## config.mk

```make
export PLATFORM = sky130hd
export DESIGN_NAME = alias_mailbox_gpio_cfg_regs
export DESIGN_NICKNAME = d
export VERILOG_FILES = /design/src/design/cfg_regs_pkg.sv /design/src/design/pad_mode_decode.sv /design/src/design/alias_match_unit.sv /design/src/design/alias_mailbox_gpio_cfg_regs.sv
export SDC_FILE = /design/constraint.sdc
export NUM_CORES = 1
export LEC_CHECK = 0
export ABC_AREA = 0
export BUFFER_PORTS_ARGS = -buffer_cell sky130_fd_sc_hd__buf_2
export CORE_MARGIN = 3
export CORE_UTILIZATION = 43
export DETAILED_ROUTE_END_ITERATION = 16
export PLACE_DENSITY_LB_ADDON = 0.05
export SETUP_SLACK_MARGIN = 0.3
export SLEW_MARGIN = 20
export SYNTH_ARGS = -nofsm -noshare
export SYNTH_HDL_FRONTEND = slang
export SYNTH_SLANG_ARGS = --single-unit
```

## constraint.sdc

```tcl
create_clock -name clk_in -period 2.1 [get_ports clk_in]
set_input_delay 0.315 -clock clk_in [delete_from_list [all_inputs] [get_ports clk_in]]
set_output_delay 0.315 -clock clk_in [all_outputs]
set_load 0.005 [all_outputs]
```

## src/design/cfg_regs_pkg.sv

```systemverilog
package cfg_regs_pkg;

   // Widths of the register port and of an I2C target address.
   localparam int ADDR_W = 8;
   localparam int DATA_W = 8;
   localparam int I2C_W  = 7;

   // Register offsets on the local and remote register ports.
   localparam logic [7:0] OFS_ALIAS7  = 8'h17;
   localparam logic [7:0] OFS_BOX_A   = 8'h18;
   localparam logic [7:0] OFS_BOX_B   = 8'h19;
   localparam logic [7:0] OFS_PIN_CFG = 8'h1A;

   // Reset values of the four registers.
   localparam logic [7:0] RST_ALIAS7  = 8'h00;
   localparam logic [7:0] RST_BOX_A   = 8'h00;
   localparam logic [7:0] RST_BOX_B   = 8'h01;
   localparam logic [7:0] RST_PIN_CFG = 8'h00;

   // Answer to a read of an offset outside this slice.
   localparam logic [7:0] RD_UNMAPPED = 8'h00;

   // Alias field sits in bits 7 to 1; bit 0 is reserved.
   localparam int ALIAS_LSB = 1;
   localparam int ALIAS_MSB = 7;

   // Writable bits of the alias and pin configuration registers; reserved bits are zero here.
   localparam logic [7:0] MASK_ALIAS7  = 8'hFE;
   localparam logic [7:0] MASK_PIN_CFG = 8'hBB;

   // Field positions of the pin configuration register.
   localparam int GLB_LEVEL_BIT = 7;
   localparam int GLB_DIR_BIT   = 5;
   localparam int GLB_EN_BIT    = 4;
   localparam int P9_LEVEL_BIT  = 3;
   localparam int P9_DIR_BIT    = 1;
   localparam int P9_EN_BIT     = 0;

   // Encodings of the {direction, enable} pair.
   localparam logic [1:0] PAIR_FUNC = 2'h0;
   localparam logic [1:0] PAIR_OUT  = 2'h1;
   localparam logic [1:0] PAIR_HIZ  = 2'h2;
   localparam logic [1:0] PAIR_IN   = 2'h3;

   // Pad behaviour selected by a direction and enable pair.
   typedef enum logic [1:0] {
      MODE_FUNC,
      MODE_OUT,
      MODE_HIZ,
      MODE_IN
   } pad_mode_t;

endpackage

```

## src/design/pad_mode_decode.sv

```systemverilog
// Turns a {direction, enable} pair into a pad behaviour.
module pad_mode_decode
   import cfg_regs_pkg::*;
(
   input  wire logic                    dir_in,
   input  wire logic                    en_in,
   output cfg_regs_pkg::pad_mode_t      mode_out
);

   // Pure decode; the caller registers anything that reaches a pin.
   always_comb begin
      case ({dir_in, en_in})
         PAIR_FUNC: mode_out = MODE_FUNC;
         PAIR_HIZ:  mode_out = MODE_HIZ;
         PAIR_OUT:  mode_out = MODE_OUT;
         PAIR_IN:   mode_out = MODE_IN;
         default:   mode_out = MODE_FUNC;
      endcase
   end

endmodule // pad_mode_decode

```

## src/design/alias_match_unit.sv

```systemverilog
// Compares a local I2C target address against one alias slot.
module alias_match_unit
   import cfg_regs_pkg::*;
(
   input  wire logic [I2C_W-1:0]        addr_in,
   input  wire logic                    start_in,
   input  wire logic [I2C_W-1:0]        alias_in,
   output logic                         hit_out
);

   // An empty slot never matches, even an address of zero.
   assign hit_out = start_in && (alias_in != '0) &&
                    (addr_in == alias_in);

endmodule // alias_match_unit

```

## src/design/alias_mailbox_gpio_cfg_regs.sv

```systemverilog
// Operation
// - Alias seven in bits 7-1 selects remote target.
// - Matching transaction forwarded with remote target address.
// - Alias value zero disables that slot entirely.
// - First mailbox byte, read/write, resets to zero.
// - Second mailbox byte, read/write, resets to one.
// - Mailboxes reachable by local and remote controllers.
// - Bit 7 drives non-GPIO pins under global output.
// - Global direction/enable pair selects forced pad behaviour.
// - Pin's own configuration overrides the global force.
// - Bit 3 drives pin nine in local GPIO output.
// - Pin nine direction/enable pair selects its pad mode.
// - Pin configuration register resets to all zeros.
//
// The plain strobed port was decided locally.
module alias_mailbox_gpio_cfg_regs
   import cfg_regs_pkg::*;
(
   input  wire logic                        clk_in,
   input  wire logic                        nrst_in,
   // Local register port.
   input  wire logic [ADDR_W-1:0]           addr_in,
   input  wire logic [DATA_W-1:0]           wdata_in,
   input  wire logic                        wr_in,
   input  wire logic                        rd_in,
   output logic [DATA_W-1:0]                rdata_out,
   // Register port driven by the controller across the link.
   input  wire logic [ADDR_W-1:0]           rmt_addr_in,
   input  wire logic [DATA_W-1:0]           rmt_wdata_in,
   input  wire logic                        rmt_wr_in,
   input  wire logic                        rmt_rd_in,
   output logic [DATA_W-1:0]                rmt_rdata_out,
   // Local I2C address decoder.
   input  wire logic [cfg_regs_pkg::I2C_W-1:0] i2c_addr_in,
   input  wire logic                        i2c_start_in,
   input  wire logic [cfg_regs_pkg::I2C_W-1:0] remote_target_id_in,
   output logic                             fwd_valid_out,
   output logic [cfg_regs_pkg::I2C_W-1:0]   fwd_addr_out,
   output logic [cfg_regs_pkg::I2C_W-1:0]   remote_alias_seven_out,
   // Pin nine pad and its sources.
   input  wire logic                        pin_nine_pad_in,
   input  wire logic                        pin_nine_func_level_in,
   input  wire logic                        pin_nine_remote_ctl_in,
   input  wire logic                        pin_nine_remote_level_in,
   output logic                             pin_nine_pad_out,
   output logic                             pin_nine_pad_oe_out,
   output logic                             pin_nine_in_level_out,
   // Global force applied to pins not individually configured.
   output logic                             glb_force_level_out,
   output logic                             glb_force_oe_out,
   output logic                             glb_force_in_out,
   output logic                             glb_tristate_out
);

   import cfg_regs_pkg::*;

   // Every flip-flop of the block lives in this one record.
   // A read and a write to one offset in the same cycle return the
   // old value, since the answer is built from the present state.
   typedef struct packed {
      logic [I2C_W-1:0]  alias7;      // Alias seven field.
      logic [DATA_W-1:0] box_a;       // First mailbox byte.
      logic [DATA_W-1:0] box_b;       // Second mailbox byte.
      logic [DATA_W-1:0] pin_cfg;     // Global and pin nine config.
      logic [DATA_W-1:0] rdata;       // Local read answer.
      logic [DATA_W-1:0] rmt_rdata;   // Remote read answer.
      logic              fwd_valid;   // Forward request pulse.
      logic [I2C_W-1:0]  fwd_addr;    // Remapped target address.
      logic              pad_level;   // Level driven on pin nine.
      logic              pad_oe;      // Pin nine driven when high.
      logic              pad_in;      // Sampled pin nine level.
      logic              glb_level;   // Global forced level.
      logic              glb_oe;      // Global forced output.
      logic              glb_in;      // Global forced input.
      logic              glb_hiz;     // Global tri-state.
   } state_t;

   // Present and next state.
   // The next state is complete every cycle, so no latch forms.
   state_t st_r;
   state_t st_nxt;

   // Alias compare result for the current cycle.
   // Only the forward pulse and forward address built from it are registered.
   logic      alias_hit;

   // Decoded pad behaviour of the global pair and of pin nine.
   pad_mode_t glb_mode;
   pad_mode_t pin_mode;

   // Pin nine after the per-pin versus global priority is applied.
   // The other pins apply the global flags with their own
   // configuration, outside this block.
   pad_mode_t eff_mode;

   // Which source the effective mode came from.
   // High when pin nine's own pair is not 00.
   logic      pin_owns;

   // Register read value, shared by both read ports.
   // Both ports see one image of the bank, so either end of the link
   // reads back what the other end left in a mailbox.
   // Unmapped offsets answer zero; the port has no error signal.
   function automatic logic [DATA_W-1:0] reg_read(
      input state_t          s,
      input logic [ADDR_W-1:0] a
   );
      logic [DATA_W-1:0] v;
      v = RD_UNMAPPED;
      case (a)
         // Reserved bit 0 of the alias slot reads as zero.
         OFS_ALIAS7:  v = {s.alias7, 1'b0};
         OFS_BOX_A:   v = s.box_a;
         OFS_BOX_B:   v = s.box_b;
         // Stored already masked, so reserved bits read zero.
         OFS_PIN_CFG: v = s.pin_cfg;
         default:     v = RD_UNMAPPED;
      endcase
      return v;
   endfunction

   // The alias compare is a leaf so the other slots can reuse it.
   alias_match_unit u_alias7 (
      .addr_in  (i2c_addr_in),
      .start_in (i2c_start_in),
      .alias_in (st_r.alias7),
      .hit_out  (alias_hit)
   );

   // Global force pair, bits 5 and 4.
   pad_mode_decode u_glb_mode (
      .dir_in   (st_r.pin_cfg[GLB_DIR_BIT]),
      .en_in    (st_r.pin_cfg[GLB_EN_BIT]),
      .mode_out (glb_mode)
   );

   // Pin nine pair, bits 1 and 0.
   pad_mode_decode u_pin_mode (
      .dir_in   (st_r.pin_cfg[P9_DIR_BIT]),
      .en_in    (st_r.pin_cfg[P9_EN_BIT]),
      .mode_out (pin_mode)
   );

   // Per-pin settings win once the pin leaves functional mode.
   // A pin left at 00 is not individually configured, so the global
   // force decides for it.
   always_comb begin
      pin_owns = (pin_mode != MODE_FUNC);
      if (pin_owns) begin
         eff_mode = pin_mode;
      end else begin
         eff_mode = glb_mode;
      end
   end

   // Next-state logic for the whole block.
   always_comb begin
      st_nxt = st_r;

      // Read answers stand for one cycle only, zero otherwise.
      // A zero between reads keeps a stale byte from passing for a
      // fresh answer.
      st_nxt.rdata     = '0;
      st_nxt.rmt_rdata = '0;
      if (rd_in) begin
         st_nxt.rdata = reg_read(st_r, addr_in);
      end
      if (rmt_rd_in) begin
         st_nxt.rmt_rdata = reg_read(st_r, rmt_addr_in);
      end

      // Remote writes reach the mailboxes and the rest of the map.
      // The local write is applied after it, so when both sides hit
      // the same register in one cycle the local controller wins.
      if (rmt_wr_in) begin
         case (rmt_addr_in)
            OFS_ALIAS7: begin
               // Reserved bit 0 is dropped on this port too.
               st_nxt.alias7 = rmt_wdata_in[ALIAS_MSB:ALIAS_LSB];
            end
            OFS_BOX_A: begin
               st_nxt.box_a = rmt_wdata_in;
            end
            OFS_BOX_B: begin
               st_nxt.box_b = rmt_wdata_in;
            end
            OFS_PIN_CFG: begin
               // Reserved bits are masked on this port too.
               st_nxt.pin_cfg = rmt_wdata_in & MASK_PIN_CFG;
            end
            default: begin
               // Unmapped offsets are ignored.
            end
         endcase
      end

      // Local writes.
      // Writes never stall; the new value is there for a read
      // strobed in the next cycle.
      if (wr_in) begin
         case (addr_in)
            OFS_ALIAS7: begin
               // Bit 0 of the write is dropped.
               st_nxt.alias7 = wdata_in[ALIAS_MSB:ALIAS_LSB];
            end
            OFS_BOX_A: begin
               // Pure storage; nothing in hardware reads it.
               st_nxt.box_a = wdata_in;
            end
            OFS_BOX_B: begin
               // Pure storage; nothing in hardware reads it.
               st_nxt.box_b = wdata_in;
            end
            OFS_PIN_CFG: begin
               // Bits 6 and 2 never store a one.
               st_nxt.pin_cfg = wdata_in & MASK_PIN_CFG;
            end
            default: begin
               // Unmapped offsets are ignored.
            end
         endcase
      end

      // Alias decode: one forward pulse per matching start.
      // A zero slot is refused inside the compare, so clearing the
      // alias stops forwarding from the next start on.
      // The compare uses the slot as it stood before this cycle's
      // write, which keeps a half-updated alias out of the decode.
      st_nxt.fwd_valid = alias_hit;
      if (alias_hit) begin
         // Address swapped for the remote target identifier.
         st_nxt.fwd_addr = remote_target_id_in;
      end

      // Global force outputs for the pins outside this block.
      // The oe, in and tri-state flags are exclusive: each comes from one mode, and all
      // start cleared every cycle.
      st_nxt.glb_level = 1'b0;
      st_nxt.glb_oe    = 1'b0;
      st_nxt.glb_in    = 1'b0;
      st_nxt.glb_hiz   = 1'b0;
      case (glb_mode)
         MODE_OUT: begin
            // Forced output carries the global level.
            st_nxt.glb_oe    = 1'b1;
            st_nxt.glb_level = st_r.pin_cfg[GLB_LEVEL_BIT];
         end
         MODE_IN: begin
            st_nxt.glb_in = 1'b1;
         end
         MODE_HIZ: begin
            st_nxt.glb_hiz = 1'b1;
         end
         MODE_FUNC: begin
            // Functional output; the pins keep their own function.
         end
         default: begin
            // Unreachable with a two-bit mode; kept as a safe default.
            st_nxt.glb_hiz = 1'b0;
         end
      endcase

      // Pin nine pad.
      // The pad is sampled in every mode; software only trusts it
      // while the pin is an input.
      // Pin inputs are taken as already synchronous, so no extra
      // synchroniser delay is added.
      st_nxt.pad_in = pin_nine_pad_in;
      case (eff_mode)
         MODE_FUNC: begin
            // Functional mode drives the pin's own function.
            st_nxt.pad_oe    = 1'b1;
            st_nxt.pad_level = pin_nine_func_level_in;
         end
         MODE_HIZ: begin
            st_nxt.pad_oe    = 1'b0;
            st_nxt.pad_level = 1'b0;
         end
         MODE_OUT: begin
            // Output drive; the level source depends on who owns it.
            st_nxt.pad_oe = 1'b1;
            if (!pin_owns) begin
               // Globally forced output uses the global level.
               st_nxt.pad_level = st_r.pin_cfg[GLB_LEVEL_BIT];
            end else if (pin_nine_remote_ctl_in) begin
               // Remote control takes the level from across the link.
               st_nxt.pad_level = pin_nine_remote_level_in;
            end else begin
               st_nxt.pad_level = st_r.pin_cfg[P9_LEVEL_BIT];
            end
         end
         MODE_IN: begin
            st_nxt.pad_oe    = 1'b0;
            st_nxt.pad_level = 1'b0;
         end
         default: begin
            st_nxt.pad_oe    = 1'b0;
            st_nxt.pad_level = 1'b0;
         end
      endcase
   end

   // The only clocked process; reset loads constants only.
   // The asynchronous reset sets the pad outputs at once, even before
   // the clock runs.
   always_ff @(posedge clk_in or negedge nrst_in) begin
      if (!nrst_in) begin
         st_r.alias7    <= RST_ALIAS7[ALIAS_MSB:ALIAS_LSB];
         st_r.box_a     <= RST_BOX_A;
         st_r.box_b     <= RST_BOX_B;
         st_r.pin_cfg   <= RST_PIN_CFG;
         st_r.rdata     <= '0;
         st_r.rmt_rdata <= '0;
         st_r.fwd_valid <= 1'b0;
         st_r.fwd_addr  <= '0;
         // Functional output mode after reset, driving low.
         st_r.pad_level <= 1'b0;
         st_r.pad_oe    <= 1'b1;
         st_r.pad_in    <= 1'b0;
         st_r.glb_level <= 1'b0;
         st_r.glb_oe    <= 1'b0;
         st_r.glb_in    <= 1'b0;
         st_r.glb_hiz   <= 1'b0;
      end else begin
         st_r <= st_nxt;
      end
   end

   // Every data output comes straight from a flip-flop.
   // A trade-off: a cycle of latency is spent so that paths outside
   // the block never run through it.
   // Outputs follow no input combinationally.
   assign rdata_out              = st_r.rdata;
   assign rmt_rdata_out          = st_r.rmt_rdata;
   assign fwd_valid_out          = st_r.fwd_valid;
   assign fwd_addr_out           = st_r.fwd_addr;
   assign remote_alias_seven_out = st_r.alias7;
   assign pin_nine_pad_out       = st_r.pad_level;
   assign pin_nine_pad_oe_out    = st_r.pad_oe;
   assign pin_nine_in_level_out  = st_r.pad_in;
   assign glb_force_level_out    = st_r.glb_level;
   assign glb_force_oe_out       = st_r.glb_oe;
   assign glb_force_in_out       = st_r.glb_in;
   assign glb_tristate_out       = st_r.glb_hiz;

endmodule // alias_mailbox_gpio_cfg_regs

```

## Word-level counts from Yosys, hierarchy flattened

Cells that the tools add are included.

| operators by class | value |
|---|---|
| equal/unequal tests | 21 |
| reductions and logical operators | 8 |
| muxes and demuxes | 23 |

Operators with widths:

| operator | count |
|---|---|
| $eq 8x5->1 const B | 8 |
| $mux 8 | 8 |
| $pmux 8 s4 | 2 |
| $mux 31 | 2 |
| $eq 2x2->1 const B | 8 |
| $pmux 2 s4 | 2 |
| $mux 7 | 2 |
| $eq 2x1->1 const B | 4 |
| $eq 7x7->1 | 1 |
| $reduce_bool 7->1 | 1 |
| $logic_not 2->1 | 3 |
| $pmux 2 s3 | 1 |
| $mux 1 | 4 |
| $mux 2 | 2 |
| $logic_and 1x1->1 | 2 |
| $reduce_bool 2->1 | 1 |
| $reduce_or 2->1 | 1 |

| storage, ports and cells | value |
|---|---|
| register bits after elaboration | 62 |
| logic and storage cells | 67 |
| bits of input ports | 57 |
| output and inout bits | 38 |

## Depth between registers and ports, before layout

| logic depth | value |
|---|---|
| depth after elaboration | 7 |
| gate-level depth with buffers | 6 |
| depth with buffers taken out | 4 |

## Modules after synthesis

A second synthesis with hierarchy kept.

| unflattened totals | value |
|---|---|
| cells, all modules | 330 |
| area total of the unflattened synthesis | 3373.2 µm² |

By module, submodules not included:

| module | area an instance (µm²) | cells each | seq. area each (µm²) | instances |
|---|---|---|---|---|
| alias_mailbox_gpio_cfg_regs | 3259.4 | 314 | 1554.0 | 1 |
| alias_match_unit | 98.8 | 12 | 0.0 | 1 |
| pad_mode_decode | 7.5 | 2 | 0.0 | 2 |

## Least setup slack after synthesis

No wires, ideal clock.

| path | value |
|---|---|
| path kind | reg2reg |
| start | register st_r, in the netlist remote_alias_seven_out[2] |
| end | register st_r, in the netlist fwd_addr_out[0] |
| clock period less this slack | 1696 ps |
| cell stages (with the launch flop) | 5 |
| arrival time | 1571 ps |
| setup time | 125 ps |
| buffers on the path | 0 |
| data required time | 1975 ps |
| setup slack | 404 ps |
| cell sequence | dfrtp_1 -> or4_4 -> nor4_4 -> nor3_4 -> mux2_4 |

| on the way | value |
|---|---|
| word-level cells in the longest chain between the ends | 3 |
| elaborated cells between the ends (all ways) | 4 |
| those cells by class | 1 x eq/ne; 3 x reduce/logical |

Ends and longest elaborated chain:

| item | RTL line | text |
|---|---|---|
| start, declared | alias_mailbox_gpio_cfg_regs.sv:80 | `state_t st_r;` |
| start signal, assigned | alias_mailbox_gpio_cfg_regs.sv:325 | `st_r <= st_nxt;` |
| $reduce_bool 7->1 | alias_match_unit.sv:12 | `assign hit_out = start_in && (alias_in != '0) &&` |
| $logic_and 1x1->1 | alias_match_unit.sv:12 |  |
| $logic_and 1x1->1 * | alias_match_unit.sv:12 |  |
| named net alias_hit | alias_mailbox_gpio_cfg_regs.sv:85 | `logic alias_hit;` |

The timed path passes the listed nets; every way through them passes the cells marked *.
A chain may end at the register's enable or synchronous reset.

## Worst setup path in the final report

| path | value |
|---|---|
| start | register st_r, in the netlist remote_alias_seven_out[1] |
| end | register st_r, in the netlist fwd_addr_out[0] |

The elaborated chain is that of the path after synthesis.

==> impl_metrics.env <==
export IMPL_initial_core_util_pct=45.67
export IMPL_place_congestion=0.8255
export IMPL_clkLatencyLatePin_ns=0.34
export IMPL_arrival_ns=2.02
export IMPL_cts_htree_levels=3
export IMPL_drt_pre_antenna_iters=4
export IMPL_ys_ff_latch=62
export IMPL_skew_ns=0.01076
export IMPL_placedInstanceArea_sq_um=3840
export IMPL_sw_power_mw=0.7909
export IMPL_netlist_top_cells_area="sky130_fd_sc_hd__dfrtp_1 (44%), sky130_fd_sc_hd__mux2i_1 (10%), sky130_fd_sc_hd__buf_4 (6.6%)"
export IMPL_power_share_combinational_pct=15.4
export IMPL_clkSlewWorstSetupHoldPaths_ns=0.07
export IMPL_synth_warning_count=0
export IMPL_synth_top_area_share_pct=44.15
export IMPL_chipHeight_um=94.93
export IMPL_fin_tns_setup_ns=0
export IMPL_timing_fmax_ghz=0.5563
export IMPL_power_static_leakage_nw=2.172
export IMPL_max_slew_worst_pin_slew_ns=0.7691
export IMPL_critical_path_class="flip-flop to flip-flop"
export IMPL_cts_made_buffers=9
export IMPL_cts_root_to_sink_buffers=2
export IMPL_postRouteAntennaNets=0
export IMPL_final_fill_count=696
export IMPL_violations_in_the_final_reports="negative hold slack"
export IMPL_layout_area_seq_sq_um=1558
export IMPL_grt_setup_unrepaired="yes"
export IMPL_die_w_um=94.93
export IMPL_vdd_ir_drop_worst_uv=404.1
export IMPL_total_number_of_vias=2592
export IMPL_dp_wirelength_um=6466
export IMPL_synthesis_nets=378
export IMPL_grt_pass1_vias=2523
export IMPL_antennaDiodeCount=0
export IMPL_internal_power_mw=2.283
export IMPL_slew_headroom_pct=48.61
export IMPL_wl_per_cell_um=17.04
export IMPL_setup_reg_to_reg_worst_slack_ns=0.30
export IMPL_post_synth_edffs=0
export IMPL_finalInstanceArea_sq_um=4134
export IMPL_max_cap_viol_count=0
export IMPL_grt_max_degree=33
export IMPL_rr_startpoint="remote_alias_seven_out[1]"
export IMPL_io_pin_count=95
export IMPL_report_final_slew_viol_count=0
export IMPL_fin_nets=461
export IMPL_placementRows=31
export IMPL_yosysUniqueCellTypes=44
export IMPL_synth_area_leader_cell="sky130_fd_sc_hd__dfrtp_1"
export IMPL_routed_via_density=5.102
export IMPL_power_share_clock_pct=39.0
export IMPL_synthCells=321
export IMPL_wl_um=8657
export IMPL_r2r_end="fwd_addr_out[0]"
export IMPL_worst_path_max_fanout=8
export IMPL_grt_util_overall_pct=20.13
export IMPL_core_region_area_sq_um=7447
export IMPL_port_buffers=94
export IMPL_critPathLaunchType="flip-flop"
export IMPL_cts_tree="yes"
export IMPL_hold_viol_final=21
export IMPL_worst_setup_path_end_kind="flip-flop"
export IMPL_multi_input_area_sq_um=1548
export IMPL_setup_viol_count_final=0
export IMPL_power_density_nw_per_um2=743.6
export IMPL_async_flop_share_pct=100.0
export IMPL_synthesis_area_per_instance_sq_um=10.59
export IMPL_grt_pass1_wl_um=13520
export IMPL_r2r_cells=5
export IMPL_antenna_found_initial=0
export IMPL_drive_above_1_share_pct=39.61
export IMPL_dominantRegCellSynth="sky130_fd_sc_hd__dfrtp_1"
export IMPL_yosysSeqAreaShare_pct=45.70
export IMPL_fin_crit_ns=1.798
export IMPL_route_detailed_drc=0
export IMPL_dr_first_iter_drc_count=145
export IMPL_timing_hold_ws_ns=-0.007293
export IMPL_overflow=0
export IMPL_layout_overhead_on_the_synthesized_area_pct=21.56
export IMPL_seqPwrFrac_pct=45.6
export IMPL_final_min_period_over_clock_period_pct=85.60
export IMPL_synth_cell_area_sq_um=3401
export IMPL_numClockSinks=62
export IMPL_cp_required_ns=2.32
export IMPL_netSwitchingFraction_pct=25.73
export IMPL_root_buffer="sky130_fd_sc_hd__clkbuf_8"
export IMPL_run_status="finished with violations"
export IMPL_min_delay_path_class="input pin to async pin"
export IMPL_die_outline_area_sq_um=9012
## power by group through the flow
stage               registers (mW)  clock network [mW]  logic [mW]
floorplan                     1.39                   0       0.282
global route                  1.41                1.29       0.523
CTS                           1.40                1.23       0.463
detailed placement            1.43                   0       0.455
finish                        1.40                1.20       0.474
global placement              1.42                   0       0.449
## cell type report
class / count / share of cell area (%)
multi-input cells: 212 / 37.44
inverters: 3 / 0.2724
well taps: 99 / 2.996
clock buffers: 11 / 3.662
flip-flops and latches: 62 / 37.68
repair buffers: 116 / 15.98
clock inverters: 5 / 1.967
## Yosys cell counts, drive strengths merged, types with 4 or more instances
library cell / instances
dfrtp: 60
nor2: 40
a21oi: 37
buf: 34
mux2i: 34
mux2: 15
a22o: 12
a22oi: 12
clkbuf: 10
nand2: 10
nand4: 8
xnor2: 7
and2: 5
nor2b: 5
nand3: 4
## what timing repair did
action,CTS,global route
endpoints found under the setup margin,7,7
pin swaps,1,1
hold buffers,0,0
resized for setup,2,1
gates cloned,0,0
hold endpoints to repair,0,0
buffers inserted,1,5
## layout by cell type (no fill, tap or decap), types with 3 or more instances in the layout
master / count
sky130_fd_sc_hd__a21oi_1: 37
sky130_fd_sc_hd__a22o_1: 11
sky130_fd_sc_hd__a22oi_1: 12
sky130_fd_sc_hd__and2_1: 3
sky130_fd_sc_hd__and3_1: 3
sky130_fd_sc_hd__buf_2: 94
sky130_fd_sc_hd__buf_4: 20
sky130_fd_sc_hd__clkbuf_8: 11
sky130_fd_sc_hd__dfrtp_1: 57
sky130_fd_sc_hd__dfrtp_2: 3
sky130_fd_sc_hd__inv_1: 3
sky130_fd_sc_hd__mux2_2: 8
sky130_fd_sc_hd__mux2_4: 7
sky130_fd_sc_hd__mux2i_1: 34
sky130_fd_sc_hd__nand2_1: 10
sky130_fd_sc_hd__nand3_1: 3
sky130_fd_sc_hd__nand4_1: 6
sky130_fd_sc_hd__nor2_1: 40
sky130_fd_sc_hd__nor2b_1: 5
sky130_fd_sc_hd__xnor2_1: 7
## critical path, stage by stage (launching register included)
cell and delay [ns]:
sky130_fd_sc_hd__dfrtp_2 0.44, sky130_fd_sc_hd__or4_4 0.53, sky130_fd_sc_hd__nor4_4 0.19, sky130_fd_sc_hd__nor3_4 0.08, sky130_fd_sc_hd__buf_12 0.15, sky130_fd_sc_hd__mux2_4 0.29
## sequential cells by signal (all words and copies together) (netlist names)
name                    cells
pin_nine_in_level_out       1
glb_force_in_out            1
pin_nine_pad_out            1
fwd_valid_out               1
rdata_out                   8
fwd_addr_out                7
glb_force_level_out         1
glb_tristate_out            1
st_r                       24
glb_force_oe_out            1
rmt_rdata_out               8
remote_alias_seven_out      7
pin_nine_pad_oe_out         1
## through the flow
step | hold WS (ns) | instances | utilization (%) | total power, mW | worst slack, ns
floorplan | 0.01941 | 321 | - | 1.671 | 0.4044
global placement | 0.3633 | 486 | 51.56 | 1.873 | 0.2404
detailed placement | 0.3678 | 486 | 51.56 | 1.882 | 0.2610
CTS | 0.005004 | 503 | 54.82 | 3.091 | 0.2989
global route | 0.02674 | 508 | 55.51 | 3.227 | 0.2465
finish | -0.007293 | 508 | 55.51 | 3.074 | 0.3024
## metal layers
metal	track usage [%]	wire, um	up-vias
met5	0	0	-
met4	6.250	126	0
met3	4.542	415	12
met2	30.83	4056	74
met1	28.38	4058	1222
li1	-	-	1284
## kinds of logic (layout without fill, tap and decap cells)
kind of cell    Yosys count  count (layout)  synth area share, %
simple gates             89              89                15.31
compound gates           67              67                12.66
flops                    62              62                45.70
mux                      49              49                15.75
buf+inv                  47             135                8.793
xor+xnor                  7               7                1.803
## how the worst max path moves through the flow
stage	startpoint	to	slack [ns]	depth (start not counted)
after floorplan	remote_alias_seven_out[2]	fwd_addr_out[0]	0.40	4
after global placement	remote_alias_seven_out[2]	fwd_addr_out[0]	0.24	4
after detailed placement	remote_alias_seven_out[2]	fwd_addr_out[4]	0.26	4
after CTS	remote_alias_seven_out[6]	fwd_addr_out[3]	0.30	4
after global routing	remote_alias_seven_out[1]	fwd_addr_out[3]	0.25	5
final	remote_alias_seven_out[1]	fwd_addr_out[0]	0.30	5
Note: power is estimated with default switching activity, not from simulation.
